## src/sdram_ctrl_pkg.sv

```systemverilog
// Shared constants and types for the SDRAM control-input front end
package sdram_ctrl_pkg;

  // ----------------------------------------------------------------
  // Widths and timing
  // ----------------------------------------------------------------
  localparam int LANES = 2;
  localparam int DATA_W = 16;
  localparam int COL_W = 10;
  // Clocks from a read-mask sample to the lane's drivers going quiet
  localparam int MASK_LATENCY = 2;

  // ----------------------------------------------------------------
  // Carriers
  // ----------------------------------------------------------------
  // Raw command pins, all active low
  typedef struct packed {
    logic chipSelectN;
    logic rowStrobeN;
    logic colStrobeN;
    logic writeStrobeN;
  } ctrl_s;

  // Registered command strobes, high means asserted
  typedef struct packed {
    logic rowStrobe;
    logic colStrobe;
    logic writeStrobe;
  } cmd_s;

  localparam cmd_s CMD_REFRESH = cmd_s'(3'h6);
  localparam cmd_s CMD_RST = cmd_s'(3'h0);

  // ----------------------------------------------------------------
  // Clock-gating modes
  // ----------------------------------------------------------------
  typedef enum logic [2:0] {
    MODE_RUN = 3'b000,
    MODE_SUSPEND = 3'b001,
    MODE_PRE_PD = 3'b010,
    MODE_ACT_PD = 3'b011,
    MODE_SELF_REF = 3'b100
  } power_e;

  localparam power_e MODE_RST = MODE_RUN;

endpackage

```

## src/sdram_control_input_decode.sv

```systemverilog
// Control-input front end: clock gating, power modes, command capture, lane masks
`timescale 1ns/1ps

module sdram_control_input_decode
  import sdram_ctrl_pkg::*;
#(
  parameter int DW = sdram_ctrl_pkg::DATA_W,
  parameter int CW = sdram_ctrl_pkg::COL_W
) (
  // Clock and reset
  input wire logic clock,
  input wire logic sys_rst,
  // Controller pins
  input wire logic clkEnable,
  input wire sdram_ctrl_pkg::ctrl_s ctrlPins,
  input wire logic lowLaneMask,
  input wire logic highLaneMask,
  // Array core status
  input wire logic allBanksIdle,
  input wire logic burstStart,
  input wire logic burstRead,
  input wire logic burstWrite,
  input wire logic [DW-1:0] coreReadData,
  // Decoded command
  output logic cmdValid,
  output sdram_ctrl_pkg::cmd_s cmdStrobes,
  // Clock gating state
  output sdram_ctrl_pkg::power_e powerMode,
  output logic receiversOn,
  output logic edgeActive,
  // Burst and data path
  output logic [CW-1:0] burstColumn,
  output logic [DW-1:0] dqOut,
  output logic [sdram_ctrl_pkg::LANES-1:0] dqOe,
  output logic [sdram_ctrl_pkg::LANES-1:0] writeKeep
);
  import sdram_ctrl_pkg::*;

  // ----------------------------------------------------------------
  // Input qualification
  // ----------------------------------------------------------------
  logic awake;
  logic runEdge;
  logic burstBusy;
  cmd_s pinStrobes;
  logic refreshReq;
  logic [LANES-1:0] laneMask;
  power_e next_mode;

  // Receivers only listen in run or suspend; the low-power modes watch only the enable
  assign awake = (powerMode == MODE_RUN) || (powerMode == MODE_SUSPEND);
  // An edge only does work when the enable is sampled high at that edge
  assign runEdge = awake && clkEnable;
  assign burstBusy = burstRead || burstWrite;
  assign pinStrobes = cmd_s'(~{ctrlPins.rowStrobeN, ctrlPins.colStrobeN,
                               ctrlPins.writeStrobeN});
  assign refreshReq = !ctrlPins.chipSelectN && (pinStrobes == CMD_REFRESH);
  assign laneMask = {highLaneMask, lowLaneMask};

  // ----------------------------------------------------------------
  // Clock gating mode
  // ----------------------------------------------------------------
  // With the enable tied high every state below falls back to run
  always_comb begin
    next_mode = powerMode;
    case (powerMode)
      MODE_RUN, MODE_SUSPEND: begin
        if (clkEnable) begin
          next_mode = MODE_RUN;
        end else if (burstBusy) begin
          next_mode = MODE_SUSPEND;
        end else if (refreshReq) begin
          next_mode = MODE_SELF_REF;
        end else if (allBanksIdle) begin
          next_mode = MODE_PRE_PD;
        end else begin
          next_mode = MODE_ACT_PD;
        end
      end
      MODE_PRE_PD, MODE_ACT_PD, MODE_SELF_REF: begin
        // Clock receiver is off here, so the raw enable level alone wakes us
        if (clkEnable) begin
          next_mode = MODE_RUN;
        end
      end
      default: next_mode = MODE_RUN;
    endcase
  end

  always_ff @(posedge clock or posedge sys_rst) begin
    if (sys_rst) begin
      powerMode <= MODE_RST;
      receiversOn <= 1'b1;
    end else begin
      powerMode <= next_mode;
      receiversOn <= (next_mode == MODE_RUN) || (next_mode == MODE_SUSPEND);
    end
  end

  always_ff @(posedge clock or posedge sys_rst) begin
    if (sys_rst) begin
      edgeActive <= 1'b0;
    end else begin
      edgeActive <= runEdge;
    end
  end

  // ----------------------------------------------------------------
  // Command capture
  // ----------------------------------------------------------------
  // Select high masks only new commands; burst and mask paths do not look at it
  always_ff @(posedge clock or posedge sys_rst) begin
    if (sys_rst) begin
      cmdValid <= 1'b0;
      cmdStrobes <= CMD_RST;
    end else begin
      cmdValid <= runEdge && !ctrlPins.chipSelectN;
      if (runEdge && !ctrlPins.chipSelectN) begin
        cmdStrobes <= pinStrobes;
      end
    end
  end

  // ----------------------------------------------------------------
  // Burst column counter and output data register
  // ----------------------------------------------------------------
  always_ff @(posedge clock or posedge sys_rst) begin
    if (sys_rst) begin
      burstColumn <= '0;
    end else if (runEdge) begin
      if (burstStart) begin
        burstColumn <= '0;
      end else if (burstBusy) begin
        burstColumn <= burstColumn + CW'(1);
      end
    end
  end

  always_ff @(posedge clock or posedge sys_rst) begin
    if (sys_rst) begin
      dqOut <= '0;
    end else if (runEdge) begin
      dqOut <= coreReadData;
    end
  end

  // ----------------------------------------------------------------
  // Lane masks
  // ----------------------------------------------------------------
  lane_mask_pipe #(
    .NUM_LANES(LANES),
    .LATENCY(MASK_LATENCY)
  ) u_lane_mask (
    .clock(clock),
    .sys_rst(sys_rst),
    .advance(runEdge),
    .readActive(burstRead),
    .writeActive(burstWrite),
    .laneMask(laneMask),
    .writeKeep(writeKeep),
    .driveEnable(dqOe)
  );
endmodule

```

## src/lane_mask_pipe.sv

```systemverilog
// Per-lane data mask handling: write store enables and delayed read drive enables
`timescale 1ns/1ps

module lane_mask_pipe
  import sdram_ctrl_pkg::*;
#(
  parameter int NUM_LANES = sdram_ctrl_pkg::LANES,
  parameter int LATENCY = sdram_ctrl_pkg::MASK_LATENCY
) (
  // Clock and reset
  input wire logic clock,
  input wire logic sys_rst,
  // Qualifiers
  input wire logic advance,
  input wire logic readActive,
  input wire logic writeActive,
  input wire logic [NUM_LANES-1:0] laneMask,
  // Lane controls
  output logic [NUM_LANES-1:0] writeKeep,
  output logic [NUM_LANES-1:0] driveEnable
);

  // ----------------------------------------------------------------
  // One pipeline per lane
  // ----------------------------------------------------------------
  // The output flop is the last stage, so LATENCY-1 stages precede it
  genvar lane;
  generate
    for (lane = 0; lane < NUM_LANES; lane++) begin : g_lane
      logic [LATENCY-2:0] readPipe;
      logic [LATENCY-2:0] maskPipe;

      // A lane masked during a read goes high impedance LATENCY clocks later
      always_ff @(posedge clock or posedge sys_rst) begin
        if (sys_rst) begin
          readPipe <= '0;
          maskPipe <= '0;
          driveEnable[lane] <= 1'b0;
        end else if (advance) begin
          // Oldest sample falls off the top of each shift register
          readPipe <= (LATENCY-1)'({readPipe, readActive});
          maskPipe <= (LATENCY-1)'({maskPipe, laneMask[lane]});
          driveEnable[lane] <= readPipe[LATENCY-2] & ~maskPipe[LATENCY-2];
        end
      end

      // Write masking takes effect one clock after the mask is sampled
      always_ff @(posedge clock or posedge sys_rst) begin
        if (sys_rst) begin
          writeKeep[lane] <= 1'b0;
        end else if (advance) begin
          writeKeep[lane] <= writeActive & ~laneMask[lane];
        end else begin
          writeKeep[lane] <= 1'b0;
        end
      end
    end
  endgenerate

endmodule

```

## config.mk

```make
export PLATFORM = sky130hd
export DESIGN_NAME = sdram_control_input_decode
export DESIGN_NICKNAME = d
export VERILOG_FILES = /design/src/sdram_ctrl_pkg.sv /design/src/sdram_control_input_decode.sv /design/src/lane_mask_pipe.sv
export SDC_FILE = /design/constraint.sdc
export NUM_CORES = 1
export LEC_CHECK = 0
export BUFFER_PORTS_ARGS = -buffer_cell sky130_fd_sc_hd__buf_4
export CORE_MARGIN = 2
export CORE_UTILIZATION = 40
export CTS_BUF_LIST = sky130_fd_sc_hd__clkbuf_8
export DETAILED_ROUTE_END_ITERATION = 16
export PLACE_DENSITY = 0.7
export SLEW_MARGIN = 5
export SYNTH_ARGS = -nofsm -noshare
export SYNTH_HDL_FRONTEND = slang
export SYNTH_SLANG_ARGS = --single-unit
```

## constraint.sdc

```tcl
create_clock -name clock -period 2.68 [get_ports clock]
set_clock_uncertainty 0.2 [all_clocks]
set_input_delay 0.536 -clock clock [delete_from_list [all_inputs] [get_ports clock]]
set_output_delay 0.536 -clock clock [all_outputs]
set_load 0.01 [all_outputs]
```

==> results.cfg, run 1 <==
[status]
status = finished, final reports clean

[power]
p_clk_share_pct = 28.3
p_leak_nw = 1.26
seqPwrFrac_pct = 49.1
power_switching_share_pct = 28.2
p_sw_uw = 457
vdd_drop_max_mv = 0.292
power.internal_mw = 1.16
combPwrFrac_pct = 22.6
powerDensity_nw_per_um2 = 660

[cells_and_area]
antennaDiodeCount = 0
final_cell_mix = nand2_1, buf_4, dfrtp_1
mostFrequentLayoutCell = nand2_1
final_nets = 294
layout-drive-gt1-share_pct = 32.5
area_growth_pct = 37.6

[timing]
slew_headroom_pct = 49.8
min_period_over_period_pct = 74.2
setup_viol = 0
hold_viol = 0
rsz0062_at_grt = false
hold_slack_ns = 0.0936
totalNegativeSetupSlack_ns = 0
period_needed_ns = 1.99
tightest_slew_ns = 0.749
max_freq_ghz = 0.503
slew_violations = 0

[synthesis]
syn_area_per_cell_um2 = 9.24
synth-seq-cells = 42
synth_fp_nets = 223
postSynthCellCount = 193
synthDistinctLibCells = 34
yosys_warnings = 0
yosysSeqAreaShare_pct = 59.0
syn_area_um2 = 1780

[detailed_routing]
vias_per_cell = 4.85
detail_route.drc_violations = 0
drt-total-wl_um = 3830
ant_nets = 0
vias = 1537
route.detailed.wl_per_inst_um = 12.1
firstDrtPassIters = 4
drt_iter0_markers = 62

[floorplanning]
start_util_pct = 41.3
die_w_um = 70.8
die_h_um = 70.8
core_um2 = 4320
die_area_um2 = 5010
row_count = 24
pin_count = 68

[clocking]
path_clk_slew_ns = 0.07
cts_made_buffers = 5
cts_tree = done
post_cts_buffers = 0
cts_buffer_depth = 2
numClockSinks = 42
clockRootBuffer = clkbuf_8
cts_resized = 0
clk_latency_ns = 0.28
cts_max_level = 2
cts_hold_buf = 0

[worst_hold_path]
hp-class = primary input to async pin

[setup_path]
critPathLaunchType = flop
critPathCaptureType = flop
cp.arrival_ns = 1.97
crit_required_ns = 2.66
path_max_fanout = 26
criticalPathCategory = flop to flop

[global_routing]
grt_use_total_pct = 15.9
grt_pass1_wl_um = 6440
grt_pass1_vias = 1457
grt_start_max_net_pins = 28
antenna_found_initial = 0
grt-ovfl-total = 0

[placed_design]
io_buffers = 67
dp.final_hpwl_um = 2820
gp_congestion = 0.731

[flow_run]
maxCapViolCount = 0
[sequential cells by signal (all words and copies together) (netlist names)]
register,flops
dqOut,16
u_lane_mask.writeKeep,2
u_lane_mask.g_lane.readPipe,1
edgeActive,1
cmdValid,1
burstColumn,10
cmdStrobes,3
u_lane_mask.g_lane.maskPipe,2
u_lane_mask.driveEnable,2
powerMode,3
receiversOn,1
[synthesized netlist by cell type, drive strengths merged]
cell / instances / share of area [%]
nand3b: 2 / 0.84
o2111ai: 1 / 0.49
o211ai: 1 / 0.42
mux2i: 3 / 1.7
a22o: 1 / 0.49
mux2: 1 / 0.63
nand2: 74 / 16
nor4: 1 / 0.35
nor4b: 1 / 0.49
inv: 4 / 0.84
nand3: 2 / 0.56
buf: 4 / 1.5
dfrtp: 41 / 58
clkbuf: 3 / 0.63
o22ai: 2 / 0.70
clkinv: 1 / 0.49
a21oi: 6 / 1.7
ha: 1 / 0.70
nor3: 9 / 2.5
o31a: 2 / 0.98
dfstp: 1 / 1.5
a22oi: 1 / 0.42
o21ai: 10 / 2.8
o31ai: 1 / 0.42
nor2: 15 / 3.4
nand2b: 1 / 0.35
o211a: 1 / 0.56
nand4: 1 / 0.35
or3b: 2 / 0.98
[worst paths after layout]
path	cells after the start	slack, ns	startpoint	end
min in group clock	2	0.21	lowLaneMask	u_lane_mask.writeKeep[0]
hold reg to reg	2	0.28	u_lane_mask.driveEnable[0]	u_lane_mask.driveEnable[0]
hold / removal	2	0.09	sys_rst	cmdValid
max in group asynchronous	3	1.62	sys_rst	dqOut[2]
setup reg to reg	5	0.69	powerMode[1]	burstColumn[2]
setup / recovery	5	0.69	powerMode[1]	burstColumn[2]
[cells by family after synthesis]
group | after synthesis | synth area share (%)
adder cells (fa/ha/maj) | 1 | 0.701
flip-flops | 42 | 59.0
AND/OR/NAND/NOR | 108 | 25.6
multiplexers | 4 | 2.31
buffers and inverters | 12 | 3.44
AO/OA/AOI/OAI | 26 | 8.98
[worst max-delay path: stages (launching register included)]
cell and delay, ns:
dfrtp_1 0.45, or3b_1 0.48, buf_4 0.26, nor2_2 0.14, a21oi_1 0.08, o31ai_1 0.26
[power groups by stage]
stage | Combinational, mW | Sequential (mW) | Clock (mW)
after floorplan | 0.142 | 0.833 | 0
after global placement | 0.361 | 0.805 | 0
after detailed placement | 0.373 | 0.806 | 0
after CTS | 0.373 | 0.795 | 0.475
after global routing | 0.409 | 0.808 | 0.504
final | 0.366 | 0.795 | 0.459
[through the flow]
stage | area, um2 | setup slack (ns) | total power, mW | utilization [%] | instances
3_3_place_gp | 2340 | 0.640 | 1.17 | 54.2 | 309
4_1_cts | 2450 | 0.690 | 1.64 | 56.8 | 317
2_1_floorplan | 1780 | 0.952 | 0.975 | - | 193
6_report | 2450 | 0.693 | 1.62 | 56.8 | 317
5_1_grt | 2450 | 0.610 | 1.72 | 56.8 | 317
3_5_place_dp | 2340 | 0.554 | 1.18 | 54.2 | 309
[layer usage]
layer | track usage [%] | share of wire (%) | up-vias
met4 | 5.03 | 0.86 | 0
met5 | 0 | 0 | -
met1 | 21.4 | 46 | 707
met2 | 25.8 | 46 | 45
met3 | 3.56 | 7.4 | 5
li1 | - | - | 780
[cell type report]
class	instances	area [um2]
tap	52	65.1
timing repair buffer	71	533
inverter	5	23.8
sequential	42	1050
multi-input combinational	139	671
clock buffer	8	110
fill	414	1870
(Power assumes the default switching activity.)
==> run 2: changes to the inputs <==
PLACE_DENSITY = 0.73   (was 0.7)
clock period = 1.6 ns   (was 2.68 ns; I/O delays follow)
==> run 2 against run 1 <==
  * The run now ends with setup timing left
  * Hold slack got worse by 0.085 ns
  * Count of clock-buffer cells in the layout down 2
  * Design area increased by 15%
  * Utilization rose by 8.8 points
  * Final cell count increased by 9.1%
  * Register-to-register slack got worse by 0.75 ns
  * Sequential share of layout area decreased by 5.7 points
  * Maximum frequency grew 20%
==> results.cfg, run 2 (synthesis results as in run 1) <==
[floorplanning]
start_util_pct = 41.3
die_h_um = 70.8
die_area_um2 = 5010
core_um2 = 4320
pin_count = 68
die_w_um = 70.8
row_count = 24

[clocking]
clk_latency_ns = 0.29
cts_max_level = 2
path_clk_slew_ns = 0.08
cts_tree = done
cts_made_buffers = 5
clockRootBuffer = clkbuf_8
cts_buffer_depth = 2
numClockSinks = 42

[timing]
max_freq_ghz = 0.605
slew_headroom_pct = 73.2
min_period_over_period_pct = 103
hold_viol = 0
period_needed_ns = 1.65
fin_ws_ns = -0.0542
hold_slack_ns = 0.00831
tightest_slew_ns = 0.400
rsz0062_at_grt = true
slew_violations = 0
totalNegativeSetupSlack_ns = -0.316
setup_viol = 12

[global_routing]
grt_start_max_net_pins = 34
grt_pass1_wl_um = 7360
gr-max-usage-layer = met2
met3_usage_pct = 4.70
grt_pass1_vias = 1681
met2_usage_pct = 31.4
grt_use_total_pct = 18.2
antenna_found_initial = 0
grt_use_met1_pct = 22.6
grt-ovfl-total = 0

[detailed_routing]
ant_nets = 0
drt_iter0_markers = 69
drt-total-wl_um = 4460
route.detailed.wl_per_inst_um = 12.9
vias_per_cell = 4.91
vias = 1700
detail_route.drc_violations = 0
firstDrtPassIters = 4

[cells_and_area]
mostFrequentLayoutCell = buf_4
multi_input_area_um2 = 736
area_growth_pct = 58.9
fillers = 373
largest_reg_flops = 16
final_nets = 323
final-seq-area_um2 = 1050
final_cell_count_no_fill = 346
largest_register = dqOut
final_cell_mix = buf_4, nand2_1, dfrtp_1
utilization_pct = 65.6
final_cell_area_um2 = 2840
antennaDiodeCount = 0
layout-drive-gt1-share_pct = 42.2
top_regs = dqOut: 16 flops, burstColumn: 10 flops

[placed_design]
io_buffers = 67
dp.final_hpwl_um = 3220
gp_congestion = 0.769
post_dp_cell_area_um2 = 2530
place_ws_ns = -0.182
dp.cells = 330

[setup_path]
crit_required_ns = 1.62
slowest_stage = or3b_4
slowest_delay_ns = 0.47
criticalPathCategory = flop to flop
cp.arrival_ns = 1.67
path_max_fanout = 9
critPathCaptureType = flop
critPathLaunchType = flop
path_cells = or3b_4 -> buf_4 -> nor2_1 -> mux2i_1 -> o22ai_1

[power]
vdd_drop_max_mv = 0.575
p_leak_nw = 1.44
power.total_mw = 3.13
powerDensity_nw_per_um2 = 1110

[status]
violations = setup timing
status = complete, but fails checks

[worst_hold_path]
hp-class = primary input to flop

[flow_run]
maxCapViolCount = 0
-- run 2: cell types whose count changed in the layout (fill, tap and decap cells not counted), sizes merged --
cell and change:
buf +23, dlygate4sd3 +5, bufinv +2, clkbuf -1
-- run 2: repair_timing --
item	CTS	global route
endpoints found under the hold margin	12	0
gates cloned	0	1
setup endpoints to repair	35	14
pin swaps	2	8
gates resized for setup	8	12
hold buffers	5	0
buffers inserted	1	1
-- run 2: area by class of cell --
class                           count  area share, %
Clock buffer                        6           2.91
Clock inverter                      2           2.12
Inverter                            5          0.838
Multi-Input combinational cell    139           25.9
Sequential cell                    42           37.2
Tap cell                           52           2.29
Timing Repair Buffer              100           28.7
-- run 2: worst paths after layout --
kind / slack, ns / from / end / cells after the start
max: -0.05 / powerMode[2] / burstColumn[7] / 5
min: 0.008 / ctrlPins[2] / cmdStrobes[2] / 2
max reg2reg: -0.05 / powerMode[2] / burstColumn[7] / 5
min reg2reg: 0.27 / u_lane_mask.driveEnable[1] / u_lane_mask.driveEnable[1] / 2
max in group asynchronous: 0.41 / sys_rst / u_lane_mask.writeKeep[0] / 4
min in group asynchronous: 0.33 / sys_rst / cmdStrobes[2] / 3
-- run 2: critical path: cells and delay by family, from the launching register on --
kind,cells,cell delay (ns)
compound gates,1,0.12
buf+inv,1,0.20
flops,1,0.41
mux,1,0.08
simple gates,2,0.57
-- run 2: per-layer routing --
| layer | up-vias | wire length [um] |
|---|---|---|
| li1 | 834 | - |
| met1 | 809 | 1930 |
| met2 | 51 | 2240 |
| met3 | 6 | 252 |
| met4 | 0 | 39 |
| met5 | - | 0 |
-- run 2: report_power, final --
part / switching, mW / internal [mW]
clock: 0.356 / 0.665
sequential: 0.0962 / 1.20
combinational: 0.387 / 0.425
total: 0.839 / 2.29
==> run 3: changes to the inputs <==
PLACE_DENSITY = unset   (was 0.73)
PLACE_DENSITY_LB_ADDON = 0.1   (was unset)
==> run 3 against run 2 <==
  * The flow still finishes with violations (setup timing)
  * Final cell count increased by 1.2%
  * Die area did not move
  * Clock power shrank 34%
  * Sequential power hardly changed
  * Worst setup slack got worse by 0.041 ns
  * Largest power group unchanged
==> results.cfg, run 3 (synthesis results as in run 1) <==
[timing]
period_needed_ns = 1.70
max_freq_ghz = 0.590
slew_violations = 0
fin_ws_ns = -0.0957
setup_viol = 23
slew_headroom_pct = 77.9
min_period_over_period_pct = 106
rsz0062_at_grt = true
hold_viol = 0
tightest_slew_ns = 0.330
totalNegativeSetupSlack_ns = -0.865

[placed_design]
post_dp_cell_area_um2 = 2560
io_buffers = 67
dp.final_hpwl_um = 3030
dp.cells = 332
gp_congestion = 0.751

[setup_path]
critPathCaptureType = flop
cp_top_family = simple AND/OR/NAND/NOR gates
critPathLaunchType = flop
path_cells = or3b_4 -> buf_6 -> clkinv_4 -> nand2_2 -> o31a_1 -> o21ai_1
cp.arrival_ns = 1.72
path_max_fanout = 5
slowest_delay_ns = 0.40
criticalPathCategory = flop to flop
slowest_stage = dfrtp_2
crit_required_ns = 1.62
critical_path_buf_inv_count = 2

[clocking]
cts_max_level = 2
clockRootBuffer = clkbuf_8
clk_latency_ns = 0.29
cts_buffer_depth = 2
path_clk_slew_ns = 0.08
numClockSinks = 42
cts_made_buffers = 5
cts_tree = done

[floorplanning]
die_h_um = 70.8
die_w_um = 70.8
core_um2 = 4320
pin_count = 68
die_area_um2 = 5010
start_util_pct = 41.3
row_count = 24

[cells_and_area]
fillers = 365
area_growth_pct = 61.7
mostFrequentLayoutCell = buf_4
top_regs = dqOut: 16 flops, burstColumn: 10 flops
layout-drive-gt1-share_pct = 46.6
final_cell_area_um2 = 2890
final-seq-area_um2 = 1050
final_nets = 327
final_cell_count_no_fill = 350
largest_register = dqOut
final_cell_mix = buf_4, nand2_1, dfrtp_1
largest_reg_flops = 16
multi_input_area_um2 = 783
antennaDiodeCount = 0

[power]
p_leak_nw = 1.46
vdd_drop_max_mv = 0.535
powerDensity_nw_per_um2 = 984

[status]
violations = setup timing
status = complete, but fails checks

[detailed_routing]
drt-total-wl_um = 4520
vias_per_cell = 4.88
route.detailed.wl_per_inst_um = 12.9
firstDrtPassIters = 4
drt_iter0_markers = 58
ant_nets = 0
detail_route.drc_violations = 0
vias = 1707

[global_routing]
antenna_found_initial = 0
grt_pass1_wl_um = 7350
grt-ovfl-total = 0
grt_pass1_vias = 1599
grt_use_total_pct = 18.3
grt_start_max_net_pins = 43

[flow_run]
maxCapViolCount = 0

[worst_hold_path]
hp-class = primary input to flop
==> run 3: cell count changes in the layout (fill, tap and decap cells not counted), sizes merged <==
cell         change
buf              +4
bufinv           -2
clkbuf           -2
clkinv           +2
dlygate4sd3      +1
inv              +1
==> run 3: layout make-up <==
type	count	area share, %
clock buffer	5	2.39
clock inverter	3	0.607
inverter	5	0.824
multi-input combinational	139	27.1
sequential	42	36.6
tap	52	2.25
timing repair buffer	104	30.2
==> run 3: worst reg2reg max path: cells and delay by family (launching register included) <==
family                 cells  cell delay (ns)
AOI/OAI and AO/OA          2             0.35
buffers and inverters      2             0.22
DFF                        1             0.40
and+or+nand+nor            2             0.45
==> run 3: where the power goes <==
part | switching [mW] | leakage (nW) | internal, mW
registers | 0.107 | 0.524 | 1.20
logic | 0.397 | 0.889 | 0.459
clock network | 0.370 | 0.0493 | 0.302
total | 0.873 | 1.46 | 1.96
==> run 3: metrics by stage <==
stage | utilization (%) | setup WS, ns | hold WS [ns] | power (mW)
2_1_floorplan | - | -0.0753 | 0.186 | 1.63
3_3_place_gp | 59.1 | -0.133 | 0.179 | 2.07
3_5_place_dp | 59.1 | -0.171 | 0.182 | 2.08
4_1_cts | 64.7 | -0.0982 | 0.00207 | 2.82
5_1_grt | 66.7 | -0.174 | 0.00798 | 3.01
6_report | 66.7 | -0.0957 | 0.0173 | 2.84
==> run 3: worst paths after layout <==
| path | cells past startpoint | endpoint | slack, ns | start |
|---|---|---|---|---|
| min in group asynchronous | 4 | cmdStrobes[1] | 0.41 | sys_rst |
| setup reg to reg | 6 | burstColumn[6] | -0.1 | powerMode[2] |
| setup / recovery | 6 | burstColumn[6] | -0.1 | powerMode[2] |
| max in group asynchronous | 4 | receiversOn | 0.54 | sys_rst |
| hold / removal | 3 | dqOut[1] | 0.02 | coreReadData[1] |
| hold reg to reg | 2 | u_lane_mask.driveEnable[0] | 0.27 | u_lane_mask.driveEnable[0] |
==> run 3: per-layer routing <==
metal | track usage [%] | wire length (um) | share of wire [%] | vias to the layer above
li1 | - | - | - | 850
met1 | 25.3 | 2040 | 45 | 811
met2 | 29.2 | 2210 | 49 | 41
met3 | 5.13 | 231 | 5.1 | 5
met4 | 3.77 | 40 | 0.88 | 0
met5 | 0 | 0 | 0 | -
==> run 3: what timing repair did <==
action	in CTS	in global routing
resized for setup	13	29
hold buffers	6	0
pin swaps	0	26
cloned	2	0
setup endpoints to repair	28	32
endpoints found under the hold margin	46	0
buffers inserted	3	0
